==> src/rtl/meter_cmd_pkg.sv <==
`default_nettype none
package meter_cmd_pkg;
    // ****************************************
    // Request codes
    // ****************************************
    localparam logic [7:0] MAIN_VAR     = 8'h01;
    localparam logic [7:0] SUB_READ     = 8'h01;
    localparam logic [7:0] SUB_WRITE    = 8'h02;
    localparam logic [7:0] MAIN_OP      = 8'h30;
    localparam logic [7:0] SUB_OP       = 8'h05;
    localparam logic [7:0] INS_PERMIT   = 8'h00;
    localparam logic [7:0] INS_FZERO    = 8'h03;
    localparam logic [7:0] INS_SRESET   = 8'h06;
    localparam logic [7:0] INS_AREA1    = 8'h07;
    localparam logic [7:0] INS_PROTECT  = 8'h08;
    localparam logic [7:0] REL_OFF      = 8'h00;
    localparam logic [7:0] REL_ON       = 8'h01;
    localparam logic [7:0] VT_C0        = 8'hc0;
    localparam logic [7:0] VT_C1        = 8'hc1;
    localparam logic [7:0] VT_C2        = 8'hc2;
    localparam logic [7:0] VT_C3        = 8'hc3;
    localparam logic [15:0] VA_PV       = 16'h0001;
    localparam logic [15:0] VA_STAT     = 16'h0002;
    localparam logic [15:0] VA_REMOTE   = 16'h0000;
    localparam logic [7:0] BITPOS_NONE  = 8'h00;
    localparam logic [7:0] ONE_ELEM     = 8'h01;
    // Frame lengths in characters, codes included
    localparam logic [7:0] LEN_OP       = 8'h08;
    localparam logic [7:0] LEN_RD       = 8'h10;
    localparam logic [7:0] LEN_WR       = 8'h18;
    // ****************************************
    // Result codes
    // ****************************************
    localparam logic [15:0] RES_OK      = 16'h0000;
    localparam logic [15:0] RES_LONG    = 16'h1001;
    localparam logic [15:0] RES_SHORT   = 16'h1002;
    localparam logic [15:0] RES_COUNT   = 16'h1003;
    localparam logic [15:0] RES_PARAM   = 16'h1100;
    localparam logic [15:0] RES_VTYPE   = 16'h1101;
    localparam logic [15:0] RES_ADDR    = 16'h1103;
    localparam logic [15:0] RES_RDONLY  = 16'h3003;
    localparam logic [15:0] RES_OPERR   = 16'h2203;
    localparam logic [31:0] UNKNOWN_DAT = 32'hffffffff;
    // ****************************************
    // Register map
    // ****************************************
    localparam logic [7:0] REG_CTRL     = 8'h00;
    localparam logic [7:0] REG_CODE     = 8'h04;
    localparam logic [7:0] REG_ARG      = 8'h08;
    localparam logic [7:0] REG_LEN      = 8'h0c;
    localparam logic [7:0] REG_WDATA    = 8'h10;
    localparam logic [7:0] REG_RESP     = 8'h14;
    localparam logic [7:0] REG_RDATA    = 8'h18;
    localparam logic [7:0] REG_STATE    = 8'h1c;
    localparam int CTRL_GO    = 0;
    localparam int F_AREA     = 0;
    localparam int F_PERMIT   = 1;
    localparam int F_FZERO    = 2;
    localparam int F_PROT     = 3;
    localparam int F_DONE     = 4;
    localparam int F_BUSY     = 5;
    localparam int F_CALIB    = 6;
    localparam int F_INIT     = 7;

    typedef enum logic [2:0] {
        ST_IDLE  = 3'b001,
        ST_EXEC  = 3'b010,
        ST_REPLY = 3'b100
    } cmd_state_e;

    function automatic logic [15:0] len_code(input logic [7:0] len,
                                             input logic [7:0] need,
                                             input logic [15:0] over);
        if (len < need)
            return RES_SHORT;
        else if (len > need)
            return over;
        else
            return RES_OK;
    endfunction
endpackage
`default_nettype wire

==> src/rtl/op_check.sv <==
`default_nettype none
module op_check (
    input  wire logic [7:0]  instr,
    input  wire logic [7:0]  related,
    input  wire logic [7:0]  frame_len,
    input  wire logic        calib,
    input  wire logic        permit,
    input  wire logic        area1,
    input  wire logic        nvm_fail,
    output logic      [15:0] result
);
    logic [15:0] len_r;
    logic        rel_ok;
    logic        need_permit;
    logic        state_bad;
    logic        nvm_use;

    always_comb begin
        len_r = meter_cmd_pkg::len_code(frame_len, meter_cmd_pkg::LEN_OP,
                                        meter_cmd_pkg::RES_LONG);
        case (instr)
            meter_cmd_pkg::INS_PERMIT,
            meter_cmd_pkg::INS_FZERO: begin
                rel_ok = (related == meter_cmd_pkg::REL_OFF)
                      || (related == meter_cmd_pkg::REL_ON);
            end
            meter_cmd_pkg::INS_SRESET,
            meter_cmd_pkg::INS_AREA1,
            meter_cmd_pkg::INS_PROTECT: begin
                rel_ok = (related == meter_cmd_pkg::REL_OFF);
            end
            default: begin
                rel_ok = 1'b0;
            end
        endcase
        // Only the permission switch itself works without permission
        need_permit = (instr != meter_cmd_pkg::INS_PERMIT);
        // Forced-zero and protect level only make sense while measuring
        state_bad = area1 && ((instr == meter_cmd_pkg::INS_FZERO)
                           || (instr == meter_cmd_pkg::INS_PROTECT));
        nvm_use = (instr == meter_cmd_pkg::INS_PERMIT)
               || (instr == meter_cmd_pkg::INS_FZERO);
        if (len_r != meter_cmd_pkg::RES_OK)
            result = len_r;
        else if (!rel_ok)
            result = meter_cmd_pkg::RES_PARAM;
        else if (calib)
            result = meter_cmd_pkg::RES_OPERR;
        else if (need_permit && !permit)
            result = meter_cmd_pkg::RES_OPERR;
        else if (state_bad)
            result = meter_cmd_pkg::RES_OPERR;
        else if (nvm_use && nvm_fail)
            result = meter_cmd_pkg::RES_OPERR;
        else
            result = meter_cmd_pkg::RES_OK;
    end
endmodule // op_check
`default_nettype wire

==> src/rtl/meter_operation_command_handler.sv <==
// Local design decisions: register access over Wishbone and the placing of the registers.
`default_nettype none
module meter_operation_command_handler (
    input  wire logic        clock,
    input  wire logic        rst,
    input  wire logic        cyc_i,
    input  wire logic        stb_i,
    input  wire logic        we_i,
    input  wire logic [7:0]  adr_i,
    input  wire logic [3:0]  sel_i,
    input  wire logic [31:0] dat_i,
    output logic      [31:0] dat_o,
    output logic             ack_o,
    input  wire logic        panel_init,
    input  wire logic        calib_level,
    input  wire logic        nvm_fail,
    input  wire logic [31:0] process_value,
    input  wire logic [31:0] comp_status,
    output logic             setting_area,
    output logic             measuring,
    output logic             write_permit,
    output logic             forced_zero,
    output logic             protect_level,
    output logic             init_level_ind,
    output logic             soft_reset,
    output logic      [31:0] display_value,
    output logic             param_wr,
    output logic      [23:0] param_sel,
    output logic      [31:0] param_data
);
    // ****************************************
    // Bus slave
    // ****************************************
    logic        ack_q;
    logic        wr_take;
    logic [31:0] rd_d;
    logic [31:0] dat_q;
    logic [15:0] code_q;
    logic [31:0] arg_q;
    logic [15:0] len_q;
    logic [31:0] wdata_q;
    logic [31:0] resp_q;
    logic [31:0] rdata_q;
    logic        done_q;
    logic        go;
    logic [31:0] code_m;
    logic [31:0] len_m;
    meter_cmd_pkg::cmd_state_e state_q;

    function automatic logic [31:0] merge(input logic [31:0] old,
                                          input logic [31:0] nw,
                                          input logic [3:0]  sel);
        logic [31:0] r;
        r = old;
        for (int i = 0; i < 4; i++) begin
            if (sel[i])
                r[i*8 +: 8] = nw[i*8 +: 8];
        end
        return r;
    endfunction

    // Narrow registers merged at full width, then cut back
    assign code_m = merge({16'h0000, code_q}, dat_i, sel_i);
    assign len_m  = merge({16'h0000, len_q}, dat_i, sel_i);

    // Writes land on the edge where the master sees ack
    assign wr_take = cyc_i && stb_i && we_i && ack_q;
    assign go = wr_take && (adr_i == meter_cmd_pkg::REG_CTRL)
             && sel_i[0] && dat_i[meter_cmd_pkg::CTRL_GO];
    assign ack_o = ack_q;
    assign dat_o = dat_q;

    always_ff @(posedge clock) begin
        if (rst)
            ack_q <= 1'b0;
        else
            ack_q <= cyc_i && stb_i && !ack_q;
    end

    always_comb begin
        case (adr_i)
            meter_cmd_pkg::REG_CODE:  rd_d = {16'h0000, code_q};
            meter_cmd_pkg::REG_ARG:   rd_d = arg_q;
            meter_cmd_pkg::REG_LEN:   rd_d = {16'h0000, len_q};
            meter_cmd_pkg::REG_WDATA: rd_d = wdata_q;
            meter_cmd_pkg::REG_RESP:  rd_d = resp_q;
            meter_cmd_pkg::REG_RDATA: rd_d = rdata_q;
            meter_cmd_pkg::REG_STATE: begin
                rd_d = 32'h00000000;
                rd_d[meter_cmd_pkg::F_AREA]   = setting_area;
                rd_d[meter_cmd_pkg::F_PERMIT] = write_permit;
                rd_d[meter_cmd_pkg::F_FZERO]  = forced_zero;
                rd_d[meter_cmd_pkg::F_PROT]   = protect_level;
                rd_d[meter_cmd_pkg::F_DONE]   = done_q;
                rd_d[meter_cmd_pkg::F_BUSY]   = (state_q != meter_cmd_pkg::ST_IDLE);
                rd_d[meter_cmd_pkg::F_CALIB]  = calib_level;
                rd_d[meter_cmd_pkg::F_INIT]   = init_level_ind;
            end
            default: rd_d = 32'h00000000;
        endcase
    end

    always_ff @(posedge clock) begin
        if (rst)
            dat_q <= 32'h00000000;
        else if (cyc_i && stb_i && !ack_q)
            dat_q <= rd_d;
    end

    // Request fields freeze while a command runs
    always_ff @(posedge clock) begin
        if (rst) begin
            code_q  <= 16'h0000;
            arg_q   <= 32'h00000000;
            len_q   <= 16'h0000;
            wdata_q <= 32'h00000000;
        end else if (wr_take && state_q == meter_cmd_pkg::ST_IDLE) begin
            if (adr_i == meter_cmd_pkg::REG_CODE)
                code_q <= code_m[15:0];
            if (adr_i == meter_cmd_pkg::REG_ARG)
                arg_q <= merge(arg_q, dat_i, sel_i);
            if (adr_i == meter_cmd_pkg::REG_LEN)
                len_q <= len_m[15:0];
            if (adr_i == meter_cmd_pkg::REG_WDATA)
                wdata_q <= merge(wdata_q, dat_i, sel_i);
        end
    end

    // ****************************************
    // Command sequencer
    // ****************************************
    always_ff @(posedge clock) begin
        if (rst) begin
            state_q <= meter_cmd_pkg::ST_IDLE;
        end else begin
            case (state_q)
                // A start while busy is dropped, never queued
                meter_cmd_pkg::ST_IDLE:  if (go) state_q <= meter_cmd_pkg::ST_EXEC;
                meter_cmd_pkg::ST_EXEC:  state_q <= meter_cmd_pkg::ST_REPLY;
                meter_cmd_pkg::ST_REPLY: state_q <= meter_cmd_pkg::ST_IDLE;
                default:                 state_q <= meter_cmd_pkg::ST_IDLE;
            endcase
        end
    end

    // ****************************************
    // Decode and check
    // ****************************************
    logic [7:0]  main_request_code;
    logic [7:0]  sub_request_code;
    logic [7:0]  vtype;
    logic [7:0]  related;
    logic [15:0] vaddr;
    logic [7:0]  flen;
    logic [7:0]  elems;
    logic        is_op;
    logic        is_rd;
    logic        is_wr;
    logic        exec;
    logic [15:0] op_res;
    logic [15:0] res_d;
    logic [31:0] rdat_d;
    logic        fields_ok;

    assign main_request_code = code_q[15:8];
    assign sub_request_code  = code_q[7:0];
    assign vtype   = arg_q[7:0];
    assign related = arg_q[15:8];
    assign vaddr   = arg_q[31:16];
    assign flen    = len_q[7:0];
    assign elems   = len_q[15:8];
    assign is_op = (main_request_code == meter_cmd_pkg::MAIN_OP)
                && (sub_request_code == meter_cmd_pkg::SUB_OP);
    assign is_rd = (main_request_code == meter_cmd_pkg::MAIN_VAR)
                && (sub_request_code == meter_cmd_pkg::SUB_READ);
    assign is_wr = (main_request_code == meter_cmd_pkg::MAIN_VAR)
                && (sub_request_code == meter_cmd_pkg::SUB_WRITE);
    assign exec = (state_q == meter_cmd_pkg::ST_EXEC);
    assign fields_ok = (related == meter_cmd_pkg::BITPOS_NONE)
                    && (elems == meter_cmd_pkg::ONE_ELEM);

    op_check u_op_check (
        .instr     (vtype),
        .related   (related),
        .frame_len (flen),
        .calib     (calib_level),
        .permit    (write_permit),
        .area1     (setting_area),
        .nvm_fail  (nvm_fail),
        .result    (op_res)
    );

    always_comb begin
        rdat_d = 32'h00000000;
        res_d  = meter_cmd_pkg::RES_PARAM;
        if (is_op) begin
            res_d = op_res;
        end else if (is_rd) begin
            res_d = meter_cmd_pkg::len_code(flen, meter_cmd_pkg::LEN_RD,
                                            meter_cmd_pkg::RES_LONG);
            if (res_d != meter_cmd_pkg::RES_OK)
                res_d = res_d;
            else if (vtype != meter_cmd_pkg::VT_C0)
                res_d = meter_cmd_pkg::RES_VTYPE;
            else if (!fields_ok)
                res_d = meter_cmd_pkg::RES_PARAM;
            else if (vaddr == meter_cmd_pkg::VA_PV)
                rdat_d = setting_area ? meter_cmd_pkg::UNKNOWN_DAT : process_value;
            else if (vaddr == meter_cmd_pkg::VA_STAT)
                rdat_d = setting_area ? meter_cmd_pkg::UNKNOWN_DAT : comp_status;
            else
                res_d = meter_cmd_pkg::RES_ADDR;
        end else if (is_wr) begin
            res_d = meter_cmd_pkg::len_code(flen, meter_cmd_pkg::LEN_WR,
                                            meter_cmd_pkg::RES_COUNT);
            if (res_d != meter_cmd_pkg::RES_OK)
                res_d = res_d;
            else if (vtype == meter_cmd_pkg::VT_C0)
                res_d = meter_cmd_pkg::RES_RDONLY;
            else if (vtype < meter_cmd_pkg::VT_C1 || vtype > meter_cmd_pkg::VT_C3)
                res_d = meter_cmd_pkg::RES_VTYPE;
            else if (!fields_ok)
                res_d = meter_cmd_pkg::RES_PARAM;
            else if (vtype == meter_cmd_pkg::VT_C2 && vaddr != meter_cmd_pkg::VA_REMOTE)
                res_d = meter_cmd_pkg::RES_ADDR;
            else if (calib_level || !write_permit)
                res_d = meter_cmd_pkg::RES_OPERR;
            else if (vtype == meter_cmd_pkg::VT_C3 && !setting_area)
                res_d = meter_cmd_pkg::RES_OPERR;
            else if (vtype == meter_cmd_pkg::VT_C1 && (setting_area || !protect_level))
                res_d = meter_cmd_pkg::RES_OPERR;
            else if (vtype != meter_cmd_pkg::VT_C2 && nvm_fail)
                res_d = meter_cmd_pkg::RES_OPERR;
            else
                res_d = meter_cmd_pkg::RES_OK;
        end
    end

    // ****************************************
    // Response registers
    // ****************************************
    always_ff @(posedge clock) begin
        if (rst) begin
            resp_q  <= 32'h00000000;
            rdata_q <= 32'h00000000;
        end else if (exec) begin
            resp_q  <= {code_q, res_d};
            rdata_q <= rdat_d;
        end
    end

    always_ff @(posedge clock) begin
        if (rst)
            done_q <= 1'b0;
        else if (exec)
            done_q <= 1'b1;
        else if (go && state_q == meter_cmd_pkg::ST_IDLE)
            done_q <= 1'b0;
    end

    // ****************************************
    // Device state
    // ****************************************
    logic op_ok;
    logic wr_ok;

    assign op_ok = exec && is_op && (op_res == meter_cmd_pkg::RES_OK);
    assign wr_ok = exec && is_wr && (res_d == meter_cmd_pkg::RES_OK);

    always_ff @(posedge clock) begin
        if (rst) begin
            setting_area   <= 1'b0;
            init_level_ind <= 1'b0;
            protect_level  <= 1'b0;
        end else if (op_ok && vtype == meter_cmd_pkg::INS_SRESET) begin
            setting_area   <= 1'b0;
            init_level_ind <= 1'b0;
            protect_level  <= 1'b0;
        end else begin
            if (panel_init || (op_ok && vtype == meter_cmd_pkg::INS_AREA1)) begin
                setting_area   <= 1'b1;
                init_level_ind <= 1'b1;
            end
            if (op_ok && vtype == meter_cmd_pkg::INS_PROTECT)
                protect_level <= 1'b1;
        end
    end

    assign measuring = !setting_area;

    always_ff @(posedge clock) begin
        if (rst) begin
            write_permit <= 1'b0;
            forced_zero  <= 1'b0;
            soft_reset   <= 1'b0;
        end else begin
            soft_reset <= op_ok && (vtype == meter_cmd_pkg::INS_SRESET);
            if (op_ok && vtype == meter_cmd_pkg::INS_PERMIT)
                write_permit <= related[0];
            if (op_ok && vtype == meter_cmd_pkg::INS_FZERO)
                forced_zero <= related[0];
        end
    end

    // Display keeps its last value while measurement is suspended
    always_ff @(posedge clock) begin
        if (rst)
            display_value <= 32'h00000000;
        else if (wr_ok && vtype == meter_cmd_pkg::VT_C2 && !setting_area)
            display_value <= wdata_q;
    end

    always_ff @(posedge clock) begin
        if (rst) begin
            param_wr   <= 1'b0;
            param_sel  <= 24'h000000;
            param_data <= 32'h00000000;
        end else begin
            param_wr <= wr_ok && (vtype != meter_cmd_pkg::VT_C2);
            if (wr_ok) begin
                param_sel  <= {vtype, vaddr};
                param_data <= wdata_q;
            end
        end
    end
endmodule // meter_operation_command_handler
`default_nettype wire

==> config.mk <==
export PLATFORM = sky130hd
export DESIGN_NAME = meter_operation_command_handler
export DESIGN_NICKNAME = d
export VERILOG_FILES = /design/src/rtl/meter_cmd_pkg.sv /design/src/rtl/op_check.sv /design/src/rtl/meter_operation_command_handler.sv
export SDC_FILE = /design/constraint.sdc
export NUM_CORES = 1
export LEC_CHECK = 0
export BUFFER_PORTS_ARGS = -buffer_cell sky130_fd_sc_hd__buf_2
export CORE_MARGIN = 4
export CORE_UTILIZATION = 25
export DETAILED_ROUTE_END_ITERATION = 10
export PLACE_DENSITY_LB_ADDON = 0.05
export SETUP_SLACK_MARGIN = 0.05
export SLEW_MARGIN = 20
export SYNTH_ARGS = -nofsm -noshare
export SYNTH_HDL_FRONTEND = slang
export SYNTH_HIERARCHICAL = 1
export SYNTH_SLANG_ARGS = --single-unit
==> constraint.sdc <==
create_clock -name clock -period 4.77 [get_ports clock]
set_input_delay 0.954 -clock clock [delete_from_list [all_inputs] [get_ports clock]]
set_output_delay 0.954 -clock clock [all_outputs]
set_load 0.05 [all_outputs]
* After elaboration in Yosys (flattened, before gate mapping) *
Index checks and enable logic that the tools add are counted.

cells by class
  equal/unequal tests = 30
  magnitude comparators = 8
  reduce and logical (&&, ||, !) cells = 69
  muxes and demuxes = 49

operator list
  operator                                                       number
  2-to-1 mux 16 bit                                              20
  2-to-1 mux 32 bit                                              9
  one-hot mux 32 bit (7 select lines)                            1
  2-to-1 mux 14 bit                                              9
  2-to-1 mux 13 bit                                              5
  nonzero test 16 bit                                            4
  AND reduction 3 bit                                            12
  == test 8 x 1 -> 1 bit, second input constant                  4
  == test 8 x 3 -> 1 bit, second input constant                  4
  == test 8 x 5 -> 1 bit, second input constant                  4
  == test 8 bit, second input constant                           4
  logical AND 1 bit                                              32
  logical NOT 16 bit                                             2
  == test 8 x 4 -> 1 bit, second input constant                  3
  logical NOT 8 bit                                              3
  == test 16 x 1 -> 1 bit, second input constant                 1
  == test 16 x 2 -> 1 bit, second input constant                 1
  == test 8 x 2 -> 1 bit, second input constant                  2
  greater-than comparator 8 x 5 -> 1 bit, second input constant  2
  less-than comparator 8 x 5 -> 1 bit, second input constant     2
  inequality test 8 bit, second input constant                   2
  == test 8 x 6 -> 1 bit, second input constant                  1
  greater-than comparator 8 x 4 -> 1 bit, second input constant  1
  greater-than comparator 8 bit, second input constant           1
  other kinds (16)                                               27

word-level totals
  logic and storage cells = 183
  bits of input ports = 116
  register bits = 291

* Logic depth before layout (Yosys ltp) *
Gate-level depths: netlist (run 1).

  depth after elaboration = 18
  mapped depth = 11

* Modules after synthesis *
Netlist (run 1), hierarchy kept.

by module, submodules not included
  module                           instances  cells each  area an instance (µm²)
  meter_operation_command_handler  1          1538        12577.1
  op_check                         1          41          315.3

* Worst setup path after synthesis (run 1) *
No wires, ideal clock.

  path type = in2reg
  from = input nvm_fail
  to = register forced_zero
  buffers on the path = 1
  cell stages on the path = 11
  slack = 1.761 ns
  arrival = 2.882 ns
  setup time = 0.128 ns
  path through = or4b_2 o211ai_1 a211oi_1 nor2_1 buf_4 nor4_1 nand3_1 nor4_2 nand4_1 mux2i_1 nor2_1

between the ends
  longest elaborated chain between the ends = 10

ends and longest elaborated chain
  element               line                                    text
  start, declared       meter_operation_command_handler.sv:16   input wire logic nvm_fail,
  logical AND 1 bit     op_check.sv:53                          else if (nvm_use && nvm_fail)
  2-to-1 mux 14 bit     op_check.sv:53
  2-to-1 mux 16 bit     op_check.sv:51                          else if (state_bad)
  2-to-1 mux 16 bit     op_check.sv:49                          else if (need_permit && !permit)
  2-to-1 mux 16 bit     op_check.sv:47                          else if (calib)
  2-to-1 mux 16 bit     op_check.sv:45                          else if (!rel_ok)
  2-to-1 mux 16 bit     op_check.sv:43                          if (len_r != meter_cmd_pkg::RES_OK)
  via op_res[9]         meter_operation_command_handler.sv:160  logic [15:0] op_res;
  logical NOT 16 bit    meter_operation_command_handler.sv:267  assign op_ok = exec && is_op && (op_res == meter_cmd_pkg::RES_OK);
  logical AND 1 bit     meter_operation_command_handler.sv:267
  logical AND 1 bit     meter_operation_command_handler.sv:300  if (op_ok && vtype == meter_cmd_pkg::INS_FZERO)
  end signal, assigned  meter_operation_command_handler.sv:301  forced_zero <= related[0];
  end, declared         meter_operation_command_handler.sv:22   output logic forced_zero,

The timed path passes the listed nets, and every way through them passes these cells.
A chain may end at the register's enable or synchronous reset.

* Worst setup path in the final report (run 1) *
  from = register arg_q[1]
  to = register forced_zero

between the ends
  longest elaborated chain between the ends = 12

ends and longest elaborated chain
  element                                                      line                                    text
  start, declared                                              meter_operation_command_handler.sv:39   logic [31:0] arg_q;
  start signal, assigned                                       meter_operation_command_handler.sv:121  arg_q <= merge(arg_q, dat_i, sel_i);
  == test 8 x 2 -> 1 bit or logical NOT 8 bit (tied branches)  n/a
  logical OR 1 bit                                             op_check.sv:42                          || (instr == meter_cmd_pkg::INS_FZERO);
  logical AND 1 bit                                            op_check.sv:53
  2-to-1 mux 14 bit                                            op_check.sv:53
  2-to-1 mux 16 bit                                            op_check.sv:51
  2-to-1 mux 16 bit                                            op_check.sv:49
  2-to-1 mux 16 bit                                            op_check.sv:47
  2-to-1 mux 16 bit (*)                                        op_check.sv:45
  2-to-1 mux 16 bit (*)                                        op_check.sv:43
  via op_res[9]                                                meter_operation_command_handler.sv:160
  logical NOT 16 bit (*)                                       meter_operation_command_handler.sv:267
  logical AND 1 bit (*)                                        meter_operation_command_handler.sv:267
  logical AND 1 bit (*)                                        meter_operation_command_handler.sv:300

Mark *: on every way through the listed nets, which the timed path passes. The rest lies on a longest branch.

==> flow_summary_export.csv, run 1 <==
group,metric,value,unit
critical_path,crit_type,"register to register",
cts,clk-insertion-delay-late,0.55,ns
pwr,intPower,4.188,mW
sta,slew_headroom,21.95,%
drt,viasPerCell,5.091,
placed_design,gp_congestion,0.8591,
critical_path,crit_required,5.17,ns
global_routing,overflow,0,
yosys,netlist_area,12890,sq um
yosys,synthTopCellsByArea,"dfxtp_1, a21oi_1, o21ai_0",
finish,n_antenna_cell,0,
drt,first_pass_iters,5,
critical_path,cp-start-kind,"register",
floorplanning,core,50580,sq um
yosys,synthCells,1579,
yosys,synth_top_family_by_area,"compound AO/OA/AOI/OAI gates",
yosys,synth_fa_ha_area_share,0,%
finish,area_growth,23.41,%
drt,wl_per_cell,22.51,microns
drt,dr_total_vias,12540,
yosys,yosys.area_share.simple,19.23,%
placed_design,hpwl,39.66,mm
cts,cts_hold_buf,0,
yosys,yosys.area.top_type,"dfxtp_1",
placed_design,dpl.cell_count,2397,
yosys,yosysSeqAreaShare,45.19,%
yosys,ys_seq_elements,291,
sta,fin_worst_skew,0.01882,ns
drt,drc,0,
sta,period_share,72.95,%
sta,period_needed,3.480,ns
pwr,power.density,342.7,nW/um^2
pwr,seq_power_share,44.6,%
sta,fin_tns_setup,0,ns
floorplanning,die_h,235.1,microns
sta,setup_viol,0,
yosys,avgSynthCellArea,8.165,sq um
pwr,p_total,5.453,mW
worst_hold_path,whs_path_depth,2,
yosys,synth_most_common_cell,"dfxtp_1",
yosys,yosysTopAreaCellShare,45.19,%
sta,worst_pin_slew,1.141,ns
placed_design,post-place-ws,1.118,ns
global_routing,track_usage,19.10,%
global_routing,antenna_found_initial,0,
yosys,synth.mux.area_fraction,7.182,%
yosys,synthTopCellsByCount,"dfxtp_1, a21oi_1, o21ai_0",
finish,fin_cells,2462,
pwr,leakage,5.583,nW
sta,slew_violations,0,
floorplanning,ioPinCount,245,
yosys,synth_compound_area_share,23.23,%
yosys,yosys.area_share.xor_xnor,0.2038,%
sta,hold_violations,0,
finish,post-route-util,31.46,%
yosys,synth_edf_count,0,
global_routing,grt_pass1_vias,12030,
pwr,p_sw,1.265,mW
floorplanning,die-area,55270,sq um
cts,cts_tree,"built",
critical_path,r2r_slack,1.29,ns
critical_path,cp_data_arrival_time,3.88,ns
cts,cts-resized-gates,0,
finish,drive_gt1_share,22.68,%
pwr,pwr-share-comb,3.6,%
floorplanning,row_count,82,
cts,htree_levels,2,
pwr,sw_frac_of_total,23.20,%
floorplanning,die_w,235.1,microns
critical_path,worst_setup_path_end_kind,"register",
worst_hold_path,holdCritPathClass,"register to register",
sta,grt_setup_unrepaired,"no",
finish,fin_nets,1880,
critical_path,crit_path_max_fanout,17,
cts,cts-buffers-inserted,37,
floorplanning,initial_core_util,25.49,%
pwr,pwr-share-clk,51.8,%
cts,root_buffer,"clkbuf_16",
pwr,vdd_drop_max,0.1765,mV
critical_path,reg2regPathDepth,10,
global_routing,grt_max_degree,118,
cts,postCtsSetupRepairBufs,0,
sta,setup_slack,1.290,ns
sta,fmax,0.2874,GHz
drt,finalWirelength,55.41,mm
drt,drtIter0Drc,1067,
drt,ant_nets,0,
yosys,netlist-cell-type-count,70,
yosys,ys.warnings.count,6,
flow_run,max_cap_viol_count,0,
yosys,synth_top_flop_cell,"dfxtp_1",
cts,clk_path_buf_depth,3,
finish,nFillCells,5419,
global_routing,grt_pass1_wl,81.92,mm
cts,cts.reportedPaths.clkPinSlew,0.06,ns
yosys,async_flop_share,0,%
placed_design,io_buffers,244,
run_status,status,"finished clean",
cts,cts_sinks,291,
-- metal layers --
metal	track usage [%]	up-vias	part of all wire, %
li1	-	6047	-
met1	28.85	6039	50
met2	27.92	404	42
met3	4.194	45	6.7
met4	3.759	0	1.5
met5	0	-	0
-- worst max-delay path: stages (launching register included) --
cell and delay [ns]:
dfxtp_1 0.82, or4b_2 0.26, o211ai_1 0.11, a211oi_1 0.52, nor2_1 0.19, nor4_1 0.38
nand4_1 0.16, nor4_2 0.47, nand4_1 0.18, mux2i_1 0.20, nor2_1 0.05
-- cell type report --
class | instances | area [sq um] | share of cell area [%]
inverter | 7 | 26.28 | 0.1651
sequential | 291 | 5826 | 36.62
clock buffer | 55 | 1094 | 6.873
tap | 672 | 840.8 | 5.285
timing repair buffer | 281 | 1520 | 9.555
clock inverter | 10 | 116.4 | 0.7314
multi-input combinational | 1146 | 6487 | 40.78
-- layout by cell type, fill, tap and decap left out, drive strengths merged, types with 9 or more instances in the layout --
| cell type | netlist | layout |
|---|---|---|
| a21oi | 256 | 256 |
| a222oi | 9 | 9 |
| conb | 1 | 10 |
| nand3 | 115 | 115 |
| mux2i | 52 | 52 |
| a22oi | 50 | 50 |
| inv | 7 | 9 |
| nor2 | 128 | 128 |
| mux2 | 36 | 36 |
| clkbuf | 111 | 56 |
| nor3 | 16 | 16 |
| nor4 | 18 | 18 |
| buf | 33 | 280 |
| nand4 | 9 | 9 |
| nand2 | 157 | 157 |
| o21ai | 183 | 183 |
| dfxtp | 291 | 291 |
| or4 | 9 | 9 |
-- flip-flops by register name, indices dropped and copies added, names as in the netlist, 3 cells and up --
register       cells
arg_q             32
param_data        32
rdata_q           32
wdata_q           32
display_value     32
param_sel         24
resp_q            32
len_q             16
dat_o             32
code_q            16
state_q            3
-- power by group through the flow --
stage / Combinational, mW / Sequential [mW] / Clock, mW
6_report: 0.196 / 2.43 / 2.82
5_1_grt: 0.211 / 2.43 / 3.01
4_1_cts: 0.196 / 2.43 / 2.92
3_5_place_dp: 0.195 / 2.49 / 0
3_3_place_gp: 0.194 / 2.49 / 0
2_1_floorplan: 0.0914 / 2.49 / 0
-- final timing paths --
kind                  to  startpoint
max          forced_zero    arg_q[1]
min           resp_q[12]  resp_q[12]
max reg2reg  forced_zero    arg_q[1]
min reg2reg   resp_q[12]  resp_q[12]
-- stage by stage --
| stage | hold slack, ns | area (sq um) |
|---|---|---|
| after detailed placement | 0.4433 | 14700 |
| after CTS | 0.4515 | 15910 |
| after global routing | 0.4724 | 15910 |
| after floorplan | 0.4285 | 12930 |
| final | 0.4481 | 15910 |
| after global placement | 0.4382 | 14700 |
-- logic make-up (layout without fill, tap and decap cells) --
kind of cell,after synthesis,in the layout
AOI/OAI and AO/OA,536,536
and+or+nand+nor,509,509
DFF,291,291
buffers and inverters,151,353
muxes,88,88
xor gates and xnor gates,3,3
other,1,10
(Power assumes the default switching activity.)
==> run 2, diff against run 1 <==
clock period = 3.4 ns   (was 4.77 ns; I/O delays follow)
==> flow_summary_export.csv, run 2 (synthesis results as in run 1) <==
group,metric,value,unit
sta,period_share,88.75,%
worst_hold_path,holdCritPathClass,"input pin to register",
floorplanning,core,50580,sq um
placed_design,gp_congestion,0.8417,
drt,ant_nets,0,
sta,period_needed,3.017,ns
finish,final_common_cell,"dfxtp_1",
pwr,leakage,5.791,nW
pwr,vdd_drop_max,0.2897,mV
cts,cts_sinks,291,
finish,final_cell_mix,"dfxtp_1, a21oi_1, buf_2",
placed_design,place_area,15010,sq um
finish,fin_area,16270,sq um
cts,cts.reportedPaths.clkPinSlew,0.06,ns
finish,area_growth,26.20,%
critical_path,r2r_slack,0.38,ns
run_status,status,"finished clean",
global_routing,antenna_found_initial,3,
finish,drive_gt1_share,24.05,%
drt,dr_total_vias,12640,
cts,cts_tree,"built",
floorplanning,die-area,55270,sq um
worst_hold_path,whs_path_depth,3,
sta,grt_setup_unrepaired,"no",
critical_path,worst_setup_path_end_kind,"register",
global_routing,grt_max_degree,105,
sta,fin_worst_skew,0.02578,ns
sta,worst_pin_slew,0.8535,ns
drt,wl_per_cell,22.53,microns
floorplanning,ioPinCount,245,
sta,slew_headroom,43.10,%
cts,htree_levels,2,
cts,clk_path_buf_depth,3,
cts,root_buffer,"clkbuf_16",
sta,setup_viol,0,
critical_path,reg2regPathDepth,11,
critical_path,crit_path_max_fanout,13,
placed_design,post-place-ws,0.1973,ns
floorplanning,die_h,235.1,microns
finish,n_antenna_cell,0,
global_routing,overflow,0,
floorplanning,die_w,235.1,microns
worst_hold_path,holdPathEnd,"wdata_q[25]",
worst_hold_path,min_from,"dat_i[25]",
finish,post-route-util,32.17,%
critical_path,rr_startpoint,"arg_q[1]",
cts,cts-buffers-inserted,38,
pwr,power.density,476.5,nW/um^2
cts,clk-insertion-delay-late,0.57,ns
placed_design,io_buffers,244,
sta,hold_violations,0,
global_routing,grt_pass1_wl,83.61,mm
drt,drc,0,
drt,first_pass_iters,8,
critical_path,cp_data_arrival_time,3.43,ns
placed_design,hpwl,40.27,mm
floorplanning,initial_core_util,25.49,%
sta,fin_tns_setup,0,ns
floorplanning,row_count,82,
sta,setup_slack,0.3827,ns
sta,fmax,0.3314,GHz
sta,slew_violations,0,
drt,finalWirelength,56.16,mm
critical_path,cp-start-kind,"register",
flow_run,max_cap_viol_count,0,
global_routing,grt_pass1_vias,12220,
critical_path,crit_type,"register to register",
critical_path,timing.rr.end,"forced_zero",
global_routing,track_usage,19.49,%
finish,fin_nets,1909,
drt,viasPerCell,5.071,
drt,drtIter0Drc,1258,
critical_path,crit_required,3.82,ns
-- run 2: cell count changes in the layout (fill, tap and decap cells not counted), moves of 2 or more --
cell	previous run	this run
buf_4	36	56
buf_12	1	9
clkinv_2	3	6
clkbuf_16	37	39
clkinv_8	0	2
clkinvlp_4	2	0
inv_6	2	0
-- run 2: worst max-delay path: stages (launching register included) --
cell	delay, ns
dfxtp_1	0.62
or4b_2	0.23
o211ai_1	0.11
a211oi_1	0.49
nor2_1	0.18
nor4_1	0.31
nand4_1	0.14
nor4_2	0.28
buf_4	0.19
nand4_1	0.11
mux2i_1	0.16
nor2_1	0.05
-- run 2: what timing repair did --
| item | 4_1_cts | 5_1_grt |
|---|---|---|
| setup endpoints to repair | 0 | 2 |
| hold buffers | 0 | 0 |
| gates resized for setup | 0 | 1 |
| buffers inserted | 0 | 0 |
-- run 2: routing by layer --
layer / share of wire (%) / vias to the layer above / global-route usage, % / routed length, microns
met2: 42 / 380 / 28.48 / 23800
met4: 1.8 / 6 / 4.708 / 1025
met5: 0.34 / - / 2.424 / 193
met1: 50 / 6077 / 29.56 / 28300
li1: - / 6116 / - / -
met3: 5.1 / 64 / 3.233 / 2845
-- run 2: worst max-delay path by stage --
stage | startpoint | end | slack (ns) | depth (start not counted)
global route | arg_q[1] | forced_zero | 0.11 | 11
global placement | nvm_fail | forced_zero | 0.24 | 12
CTS | arg_q[0] | forced_zero | 0.28 | 11
detailed placement | nvm_fail | forced_zero | 0.20 | 12
finish | arg_q[1] | forced_zero | 0.38 | 11
floorplan | nvm_fail | forced_zero | 0.66 | 11
-- run 2: power breakdown --
group | switching (mW) | leakage, nW | internal, mW
Sequential | 0.00208 | 2.34 | 3.41
Combinational | 0.191 | 2.82 | 0.0938
Clock | 1.63 | 0.625 | 2.43
Total | 1.82 | 5.79 | 5.93
-- run 2: layout make-up --
class	instances	area, sq um
inverter	7	26.28
tap	672	840.8
multi-input combinational	1146	6487
timing repair buffer	309	1831
clock inverter	10	101.3
fill	5437	34310
clock buffer	58	1157
sequential	291	5827
-- run 2: stage by stage --
step           instances  hold slack, ns  total power [mW]
2_1_floorplan       1588          0.4285             3.620
3_3_place_gp        2425          0.4381             3.772
3_5_place_dp        2425          0.4446             3.771
4_1_cts             2493          0.3380             7.878
5_1_grt             2493          0.3632             8.032
6_report            2493          0.3715             7.753
==> run 3, diff against run 2 <==
CORE_ASPECT_RATIO = 0.75   (was default)
clock period = 2.8 ns   (was 3.4 ns; I/O delays follow)
==> flow_summary_export.csv, run 3 (synthesis results as in run 1) <==
group,metric,value,unit
sta,worst_pin_slew,0.7928,ns
sta,period_needed,2.844,ns
cts,clk_path_buf_depth,3,
critical_path,crit_type,"register to register",
drt,dr_total_vias,13040,
drt,first_pass_iters,5,
critical_path,crit_path_max_fanout,8,
cts,cts_hold_buf,0,
drt,ant_nets,0,
sta,fmax,0.3517,GHz
pwr,vdd_drop_max,0.3795,mV
placed_design,io_buffers,244,
drt,viasPerCell,5.079,
drt,wl_per_cell,22.96,microns
sta,fin_tns_setup,-0.05532,ns
placed_design,gp_congestion,0.8658,
floorplanning,die-area,55300,sq um
cts,root_buffer,"clkbuf_16",
floorplanning,initial_core_util,25.51,%
finish,n_antenna_cell,0,
cts,clk-insertion-delay-late,0.54,ns
finish,area_growth,35.72,%
placed_design,hpwl,42.63,mm
sta,fin_worst_skew,0.01863,ns
global_routing,antenna_found_initial,3,
critical_path,crit_required,3.27,ns
sta,setup_slack,-0.04358,ns
cts,htree_levels,2,
global_routing,overflow,0,
global_routing,grt_pass1_wl,83.28,mm
run_status,status,"complete, but fails checks",
floorplanning,die_h,204.7,microns
cts,cts.reportedPaths.clkPinSlew,0.06,ns
cts,cts-buffers-inserted,36,
run_status,violations,"setup timing",
finish,fin_nets,2005,
pwr,power.density,521.3,nW/um^2
pwr,leakage,6.395,nW
floorplanning,ioPinCount,245,
cts,cts_sinks,291,
finish,drive_gt1_share,31.10,%
worst_hold_path,holdCritPathClass,"input pin to register",
sta,hold_violations,0,
sta,grt_setup_unrepaired,"yes",
floorplanning,core,50550,sq um
sta,period_share,101.6,%
sta,setup_viol,3,
finish,final_common_cell,"dfxtp_1",
cts,cts_tree,"built",
floorplanning,die_w,270.2,microns
pwr,p_total,9.122,mW
global_routing,grt_max_degree,83,
flow_run,max_cap_viol_count,0,
drt,drtIter0Drc,1057,
global_routing,grt_pass1_vias,12350,
global_routing,track_usage,19.91,%
finish,final_cell_mix,"dfxtp_1, a21oi_1, buf_2",
placed_design,post-place-ws,-0.2325,ns
critical_path,cp_data_arrival_time,3.32,ns
floorplanning,row_count,71,
drt,drc,0,
critical_path,worst_setup_path_end_kind,"register",
critical_path,cp-start-kind,"register",
sta,slew_violations,0,
drt,finalWirelength,58.94,mm
sta,slew_headroom,45.78,%
run 3: cell types whose count changed in the layout (fill, tap and decap cells not counted), moves of 8 or more:
cell	previous run	this run
buf_6	0	8
a21oi_2	0	9
o21ai_0	176	135
buf_12	9	22
a21oi_1	256	247
o21ai_2	1	32
buf_4	56	128
run 3: through the flow:
stage	hold slack [ns]	area (sq um)	utilization (%)	cells
after global routing	0.2899	17500	34.62	2567
after global placement	0.4424	15700	31.07	2488
after detailed placement	0.4471	15700	31.07	2488
after floorplan	0.4285	12930	-	1588
final	0.2903	17500	34.62	2567
after CTS	0.2535	16910	33.45	2550
run 3: per-layer routing:
metal  up-vias  track usage, %  part of all wire, %
li1       6296               -                    -
met1      6276           31.22                   52
met2       388           26.82                   40
met3        78           4.590                  6.8
met4         0           5.132                  2.1
met5         -               0                    0
run 3: what timing repair did:
action	in CTS	in global routing
pin swaps	4	67
hold endpoints to repair	0	0
buffers inserted	3	10
gates cloned	0	7
resized for setup	13	125
setup endpoints to repair	63	116
run 3: critical path, cell delays in order (launching register included):
cell and delay, ns:
dfxtp_2 0.32, or4_4 0.56, buf_6 0.15, or4_4 0.51, or3_4 0.42, nor3_4 0.21
buf_12 0.16, buf_12 0.16, buf_12 0.11, o21ai_4 0.04, a21oi_2 0.13
run 3: where the power goes:
group | total (mW) | leakage (nW) | switching, mW | internal (mW)
combinational | 0.375 | 3.49 | 0.256 | 0.119
sequential | 4.14 | 2.35 | 0.00122 | 4.14
clock | 4.61 | 0.559 | 1.84 | 2.76
run 3: final timing paths:
path	cells after the start	end	slack [ns]	start
max	10	rdata_q[4]	-0.04	code_q[14]
min	3	arg_q[23]	0.29	dat_i[23]
max reg2reg	10	rdata_q[4]	-0.04	code_q[14]
min reg2reg	2	dat_o[7]	0.45	dat_o[7]
run 3: layout make-up:
type / instances / area [sq um]
clock buffers: 55 / 1094
clock inverters: 4 / 47.55
fillers: 5337 / 33050
inverters: 7 / 26.28
multi-input cells: 1146 / 6824
flip-flops and latches: 291 / 5838
well taps: 657 / 822.0
repair buffers: 407 / 2846
